File: src/fsc_defines.svh
`ifndef FSC_DEFINES_SVH
`define FSC_DEFINES_SVH

// Move-instruction register select that addresses this register
`define FSC_SEL_CODE        4'h1
`define FSC_RESET_VALUE     32'h00000000

// Field positions
`define FSC_BIT_LESS        31
`define FSC_BIT_EQUAL       30
`define FSC_BIT_CARRY       29
`define FSC_BIT_UNORD       28
`define FSC_BIT_SAT         27
`define FSC_BIT_ALT_HALF    26
`define FSC_BIT_DNAN        25
`define FSC_BIT_FLUSH       24
`define FSC_RND_HI          23
`define FSC_RND_LO          22
`define FSC_STRIDE_HI       21
`define FSC_STRIDE_LO       20
`define FSC_RSV_HI_BIT      19
`define FSC_COUNT_HI        18
`define FSC_COUNT_LO        16
`define FSC_TRAP_SUBN_BIT   15
`define FSC_RSV_MID_HI      14
`define FSC_RSV_MID_LO      13
`define FSC_TRAP_HI         12
`define FSC_TRAP_LO         8
`define FSC_STK_SUBN_BIT    7
`define FSC_RSV_LO_HI       6
`define FSC_RSV_LO_LO       5
`define FSC_STK_HI          4
`define FSC_STK_LO          0

// Rounding encodings
`define FSC_RND_NEAREST     2'h0
`define FSC_RND_PLUS_INF    2'h1
`define FSC_RND_MINUS_INF   2'h2
`define FSC_RND_ZERO        2'h3

// Field reset values
`define FSC_DNAN_RESET      1'h0
`define FSC_FLUSH_RESET     1'h0
`define FSC_RND_RESET       2'h0
`define FSC_STRIDE_RESET    2'h0
`define FSC_COUNT_RESET     3'h0
`define FSC_RSV_RESET       5'h00
`define FSC_CMP_RESET       4'h0
`define FSC_STK_RESET       6'h00
`define FSC_STK_WIDTH       6

`endif

File: src/fsc_pkg.sv
`default_nettype none

package fsc_pkg;

  // Move-instruction access from the pipeline
  typedef struct packed {
    logic        valid;
    logic        write;
    logic [3:0]  sel;
    logic [31:0] wdata;
  } fsc_access_t;

  // Comparison outcome from the datapath
  typedef struct packed {
    logic valid;
    logic less;
    logic equal;
    logic greater;
    logic unordered;
  } fsc_cmp_t;

  // Exception raises: subnormal, inexact, underflow, overflow, div0, invalid
  typedef struct packed {
    logic subnormal;
    logic inexact;
    logic underflow;
    logic overflow;
    logic divide_zero;
    logic invalid_op;
  } fsc_exc_t;

  // Mode fields steering the datapath
  typedef struct packed {
    logic       default_nan_enable;
    logic       flush_tiny_enable;
    logic [1:0] rounding_select;
    logic [1:0] vector_stride;
    logic [2:0] vector_count;
  } fsc_mode_t;

  // Condition flags: less, equal, carry, unordered
  typedef struct packed {
    logic less;
    logic equal;
    logic carry;
    logic unord;
  } fsc_flags_t;

endpackage : fsc_pkg

`default_nettype wire

File: src/fsc_sticky_bank.sv
`timescale 1ns/100ps
`default_nettype none

module fsc_sticky_bank #(
  parameter int WIDTH = 6
) (
  input  wire logic             i_clk,
  input  wire logic             i_reset_n,
  input  wire logic [WIDTH-1:0] i_set,
  input  wire logic             i_wr,
  input  wire logic [WIDTH-1:0] i_wdata,
  output var  logic [WIDTH-1:0] o_q
);

  logic [WIDTH-1:0] next_q;

  genvar g;
  generate
    for (g = 0; g < WIDTH; g++) begin : g_flag
      // Raise beats a same-cycle software clear
      always_comb begin
        next_q[g] = i_set[g] | (i_wr ? i_wdata[g] : o_q[g]);
      end
    end
  endgenerate

  always_ff @(posedge i_clk or negedge i_reset_n) begin
    if (!i_reset_n) begin
      o_q <= '0;
    end else begin
      o_q <= next_q;
    end
  end

endmodule : fsc_sticky_bank

`default_nettype wire

File: src/fsc_status_control.sv
// What this block does
// - Less-than compare sets bit 31, equal sets bit 30; both reset to zero.
// - Bit 29 set on equal, greater or unordered; bit 28 only on unordered.
// - Bit 25 enables default-NaN results; zero after reset.
// - Bit 24 enables flushing tiny values to zero; zero after reset.
// - Bits 23:22 select rounding: 00 nearest, 01 plus, 10 minus, 11 zero.
// - Bits 21:20 hold vector stride, zero after reset.
// - Bits 18:16 hold vector length, zero after reset.
// - Sticky subnormal-input, inexact, underflow flags at bits 7, 4, 3; reset clears.
// - Sticky overflow, divide-by-zero, invalid flags at bits 2, 1, 0; reset clears.
// - With the unit disabled any access to this register (select 1) raises undefined instruction, no effect.
`timescale 1ns/100ps
`default_nettype none

`include "fsc_defines.svh"

module fsc_status_control (
  input  wire logic                 i_clk,
  input  wire logic                 i_reset_n,
  input  wire logic                 i_unit_enable,
  input  wire fsc_pkg::fsc_access_t i_access,
  input  wire fsc_pkg::fsc_cmp_t    i_cmp,
  input  wire fsc_pkg::fsc_exc_t    i_exc,
  output var  logic [31:0]          o_rdata,
  output var  logic                 o_rd_valid,
  output var  logic                 o_wr_done,
  output var  logic                 o_undef,
  output var  fsc_pkg::fsc_mode_t   o_mode,
  output var  fsc_pkg::fsc_flags_t  o_flags,
  output var  logic [5:0]           o_sticky
);

  // Access decode
  logic hit;
  logic accept;
  logic wr_accept;
  logic rd_accept;

  always_comb begin
    hit       = i_access.valid && (i_access.sel == `FSC_SEL_CODE);
    accept    = hit && i_unit_enable;
    wr_accept = accept && i_access.write;
    rd_accept = accept && !i_access.write;
  end

  // Mode fields and reserved preserve bits
  fsc_pkg::fsc_mode_t next_mode;
  logic [4:0]         rsv;
  logic [4:0]         next_rsv;

  always_comb begin
    next_mode = o_mode;
    next_rsv  = rsv;
    if (wr_accept) begin
      next_mode.default_nan_enable = i_access.wdata[`FSC_BIT_DNAN];
      next_mode.flush_tiny_enable  = i_access.wdata[`FSC_BIT_FLUSH];
      next_mode.rounding_select    = i_access.wdata[`FSC_RND_HI:`FSC_RND_LO];
      next_mode.vector_stride      = i_access.wdata[`FSC_STRIDE_HI:`FSC_STRIDE_LO];
      next_mode.vector_count       = i_access.wdata[`FSC_COUNT_HI:`FSC_COUNT_LO];
      // Stored as written; relies on read-modify-write by software
      next_rsv = {i_access.wdata[`FSC_RSV_HI_BIT],
                  i_access.wdata[`FSC_RSV_MID_HI:`FSC_RSV_MID_LO],
                  i_access.wdata[`FSC_RSV_LO_HI:`FSC_RSV_LO_LO]};
    end
  end

  always_ff @(posedge i_clk or negedge i_reset_n) begin
    if (!i_reset_n) begin
      o_mode.default_nan_enable <= `FSC_DNAN_RESET;
      o_mode.flush_tiny_enable  <= `FSC_FLUSH_RESET;
      o_mode.rounding_select    <= `FSC_RND_RESET;
      o_mode.vector_stride      <= `FSC_STRIDE_RESET;
      o_mode.vector_count       <= `FSC_COUNT_RESET;
      rsv                       <= `FSC_RSV_RESET;
    end else begin
      o_mode <= next_mode;
      rsv    <= next_rsv;
    end
  end

  // Condition flags: a compare in the same cycle as a write wins,
  // since it is the later event in program order.
  fsc_pkg::fsc_flags_t next_flags;

  always_comb begin
    next_flags = o_flags;
    if (i_cmp.valid) begin
      next_flags.less  = i_cmp.less;
      next_flags.equal = i_cmp.equal;
      next_flags.carry = i_cmp.equal | i_cmp.greater | i_cmp.unordered;
      next_flags.unord = i_cmp.unordered;
    end else if (wr_accept) begin
      next_flags.less  = i_access.wdata[`FSC_BIT_LESS];
      next_flags.equal = i_access.wdata[`FSC_BIT_EQUAL];
      next_flags.carry = i_access.wdata[`FSC_BIT_CARRY];
      next_flags.unord = i_access.wdata[`FSC_BIT_UNORD];
    end
  end

  always_ff @(posedge i_clk or negedge i_reset_n) begin
    if (!i_reset_n) begin
      o_flags <= `FSC_CMP_RESET;
    end else begin
      o_flags <= next_flags;
    end
  end

  // Sticky exception flags
  logic [5:0] stk_set;
  logic [5:0] stk_wdata;

  always_comb begin
    stk_set   = {i_exc.subnormal, i_exc.inexact, i_exc.underflow,
                 i_exc.overflow, i_exc.divide_zero, i_exc.invalid_op};
    stk_wdata = {i_access.wdata[`FSC_STK_SUBN_BIT], i_access.wdata[`FSC_STK_HI:`FSC_STK_LO]};
  end

  fsc_sticky_bank #(
    .WIDTH (`FSC_STK_WIDTH)
  ) u_sticky (
    .i_clk     (i_clk),
    .i_reset_n (i_reset_n),
    .i_set     (stk_set),
    .i_wr      (wr_accept),
    .i_wdata   (stk_wdata),
    .o_q       (o_sticky)
  );

  // Read image; trap enables and the two top mode bits are never stored
  logic [31:0] image;

  always_comb begin
    image = `FSC_RESET_VALUE;
    image[`FSC_BIT_LESS]                  = o_flags.less;
    image[`FSC_BIT_EQUAL]                 = o_flags.equal;
    image[`FSC_BIT_CARRY]                 = o_flags.carry;
    image[`FSC_BIT_UNORD]                 = o_flags.unord;
    image[`FSC_BIT_DNAN]                  = o_mode.default_nan_enable;
    image[`FSC_BIT_FLUSH]                 = o_mode.flush_tiny_enable;
    image[`FSC_RND_HI:`FSC_RND_LO]        = o_mode.rounding_select;
    image[`FSC_STRIDE_HI:`FSC_STRIDE_LO]  = o_mode.vector_stride;
    image[`FSC_RSV_HI_BIT]                = rsv[4];
    image[`FSC_COUNT_HI:`FSC_COUNT_LO]    = o_mode.vector_count;
    image[`FSC_RSV_MID_HI:`FSC_RSV_MID_LO] = rsv[3:2];
    image[`FSC_STK_SUBN_BIT]              = o_sticky[5];
    image[`FSC_RSV_LO_HI:`FSC_RSV_LO_LO]  = rsv[1:0];
    image[`FSC_STK_HI:`FSC_STK_LO]        = o_sticky[4:0];
  end

  // Access answer
  logic [31:0] next_rdata;
  logic        next_rd_valid;
  logic        next_wr_done;
  logic        next_undef;

  always_comb begin
    next_rdata    = o_rdata;
    next_rd_valid = rd_accept;
    next_wr_done  = wr_accept;
    next_undef    = hit && !i_unit_enable;
    if (rd_accept) begin
      next_rdata = image;
    end
  end

  always_ff @(posedge i_clk or negedge i_reset_n) begin
    if (!i_reset_n) begin
      o_rdata    <= `FSC_RESET_VALUE;
      o_rd_valid <= 1'h0;
      o_wr_done  <= 1'h0;
      o_undef    <= 1'h0;
    end else begin
      o_rdata    <= next_rdata;
      o_rd_valid <= next_rd_valid;
      o_wr_done  <= next_wr_done;
      o_undef    <= next_undef;
    end
  end

endmodule : fsc_status_control

`default_nettype wire

File: config.mk
export PLATFORM = sky130hd
export DESIGN_NAME = fsc_status_control
export DESIGN_NICKNAME = d
export VERILOG_FILES = /design/src/fsc_pkg.sv /design/src/fsc_sticky_bank.sv /design/src/fsc_status_control.sv
export VERILOG_INCLUDE_DIRS = /design/src
export SDC_FILE = /design/constraint.sdc
export NUM_CORES = 1
export LEC_CHECK = 0
export BUFFER_PORTS_ARGS = -buffer_cell sky130_fd_sc_hd__buf_2
export CAP_MARGIN = 10
export CELL_PAD_IN_SITES_DETAIL_PLACEMENT = 1
export CELL_PAD_IN_SITES_GLOBAL_PLACEMENT = 2
export CORE_AREA = 3 3 122 65
export DETAILED_ROUTE_END_ITERATION = 10
export DIE_AREA = 0 0 125 68
export MAX_ROUTING_LAYER = met4
export PLACE_DENSITY = 0.94
export SYNTH_ARGS = -nofsm -noshare
export SYNTH_HDL_FRONTEND = slang
export SYNTH_SLANG_ARGS = --single-unit
export TNS_END_PERCENT = 20
File: constraint.sdc
create_clock -name i_clk -period 2 [get_ports i_clk]
set_clock_uncertainty 0.15 [all_clocks]
set_input_delay 0.2 -clock i_clk [delete_from_list [all_inputs] [get_ports i_clk]]
set_output_delay 0.2 -clock i_clk [all_outputs]
set_load 0.05 [all_outputs]
==> summary.txt <==
post-route clock period utilization -> 68.2%
cell taking the most area after synthesis -> dfrtp_1
Leakage -> 0.00154 uW
total wire length -> 5300 um
Power Density -> 903 nW/um^2
Syn. warnings -> 0
share of cells above drive strength 1 -> 49.8%
Synth Cell Area -> 2080 sq um
top cell type's share of synthesized area -> 61.3%
initial core utilization -> 30.7%
RSZ-0062 raised after global routing -> false
Final setup viols -> 0
clock transition at the registers of the reported paths -> 60 ps
syn_area_per_cell -> 14.8 sq um
CTS Buffer Depth -> 2
cts bufs inserted -> 5
TNS Setup -> 0 ps
Worst Hold Path Cells -> 2
PostCTS Resize Cnt -> 0
Pins Over Slew Limit -> 0
Yosys cell types -> 26
TritonCTS Sinks -> 51
Placed Area -> 2610 sq um
worst-margin pin slew -> 581 ps
Initial DRC Count -> 27
Die X -> 125 um
EDFF count, synth -> 0
min Tclk post-route -> 1360 ps
initial antenna violation count -> 0
register area share after synthesis -> 61.3%
# DRC -> 0
post-route cell area -> 2890 sq um
# rows -> 21
gr ovfl total -> 0
via count -> 1523
average wire per standard cell -> 15.4 um
crit path kind -> input port to register
Setup crit end kind -> register
cell with the most instances after synthesis -> dfrtp_1
Slew HR -> 61.3%
gp weighted congestion -> 0.762
Antenna diodes -> 0
main area contributors after synthesis -> dfrtp_1 (61%), mux2_1 (11%), mux2_2 (9.7%)
Core ar. -> 6780 sq um
Hold Path Class -> input port to register
Die ar. -> 8500 sq um
GRT Overall Usage -> 12.8%
Post-synth top cells -> dfrtp_1 (51), mux2_1 (20), mux2_2 (18)
first-pass GRT wire length -> 8480 um
CTS tree -> built
Critical Path RT -> 2010 ps
Final Net Count -> 302
Main synth FF type -> dfrtp_1
DRT antenna net count -> 0
Arr. time, crit path -> 1370 ps
FMAX -> 0.733 GHz
Cells after Synth -> 141
Worst path slowest cell -> mux2_1
worst-case vdd ir drop -> 0.381 mV
Area growth, synth to finish -> 38.5%
I/O pin cnt -> 106
first-pass iteration count of the detailed router -> 3
crit path buf inv count -> 2
CP delay by family, top -> simple AND/OR/NAND/NOR gates
Levels on crit path -> 5
Max stage delay on crit path -> 360 ps
clk_lat worst skew -> 280 ps
clock root cell -> clkbuf_16
CP max FO -> 25
worst-path cell chain -> buf_2 -> nor3b_4 -> nand4b_4 -> buf_4 -> mux2_1
vias in the first global route -> 1704
status -> finished, final reports clean
largest net degree at the start of global routing -> 28
DR vias/cell -> 4.44
fill count -> 764
Die Y -> 68 um
Max-cap violations -> 0
Fin. Hold Viols -> 0
Yosys reg bits -> 51
input/output buffers -> 89
Startpoint Class -> input port
R2R cell count -> 1
Synth async-reset ratio -> 100%
H-tree depth -> 2
DP HPWL -> 4030 um
-- metrics by stage --
step	hold slack, ps	cells	setup slack, ps	power [uW]	utilization [%]
final	4.93	343	636	2610	42.6
after global routing	0.794	343	571	2730	42.6
after CTS	1.73	341	629	2640	42.3
after detailed placement	81.8	322	333	1810	38.6
after global placement	71.2	322	379	1790	38.6
after floorplan	-246	148	532	1620	-
-- routing by layer --
| layer | vias up | part of all wire (%) | track usage (%) |
|---|---|---|---|
| met2 | 28 | 57 | 25.4 |
| met5 | - | 0 | - |
| met1 | 779 | 38 | 13.0 |
| li1 | 708 | - | - |
| met4 | 0 | 1.9 | 4.46 |
| met3 | 8 | 2.7 | 2.81 |
-- repair_timing --
item / in CTS / in global routing
hold buffers: 11 / 2
hold endpoints to repair: 35 / 2
setup buffers: 0 / 0
-- sequential cells by signal (all words and copies together), names as in the netlist --
signal,count
o_rd_valid,1
o_flags,4
rsv,5
o_rdata,24
u_sticky.o_q,6
o_undef,1
o_wr_done,1
o_mode,9
-- logic make-up after synthesis --
kind of cell	share of synthesized area, %
buffers and inverters	5.41
AO/OA/AOI/OAI	5.77
multiplexers	20.5
AND/OR/NAND/NOR	6.85
other	0.180
flip-flops	61.3
-- final cells by class --
type                       count  area, sq um  share of cell area [%]
tap                           92          115                    3.99
inverter                       3         11.3                   0.390
timing repair buffer         108          621                    21.5
clock buffer                   6          129                    4.47
sequential                    51         1280                    44.2
clock inverter                 2         12.5                   0.434
multi-input combinational     81          721                    25.0
-- cell usage in the layout, fill, tap and decap left out, drive strengths merged, types with 4 or more instances in the layout --
master / instances
a211o: 6
buf: 95
dlygate4sd3: 13
conb: 8
a31oi: 4
mux2: 38
and3: 6
dfrtp: 51
o21ai: 4
clkbuf: 6
-- where the power goes --
| group | switching [uW] | internal (uW) | leakage, uW |
|---|---|---|---|
| logic | 451 | 173 | 0.000832 |
| clock network | 342 | 461 | 0.0000669 |
| registers | 53.0 | 1130 | 0.000646 |
| total | 845 | 1760 | 0.00154 |
-- worst paths after layout --
kind / startpoint / end / slack (ps)
min: i_access[16] / o_mode[0] / 5
min reg2reg: o_rdata[4] / o_rdata[4] / 340
max reg2reg: u_sticky.o_q[1] / o_rdata[1] / 1020
max: i_access[33] / o_rdata[1] / 640
max in group asynchronous: i_reset_n / o_rdata[20] / 770
min in group asynchronous: i_reset_n / u_sticky.o_q[3] / 310
(Power assumes the default switching activity.)
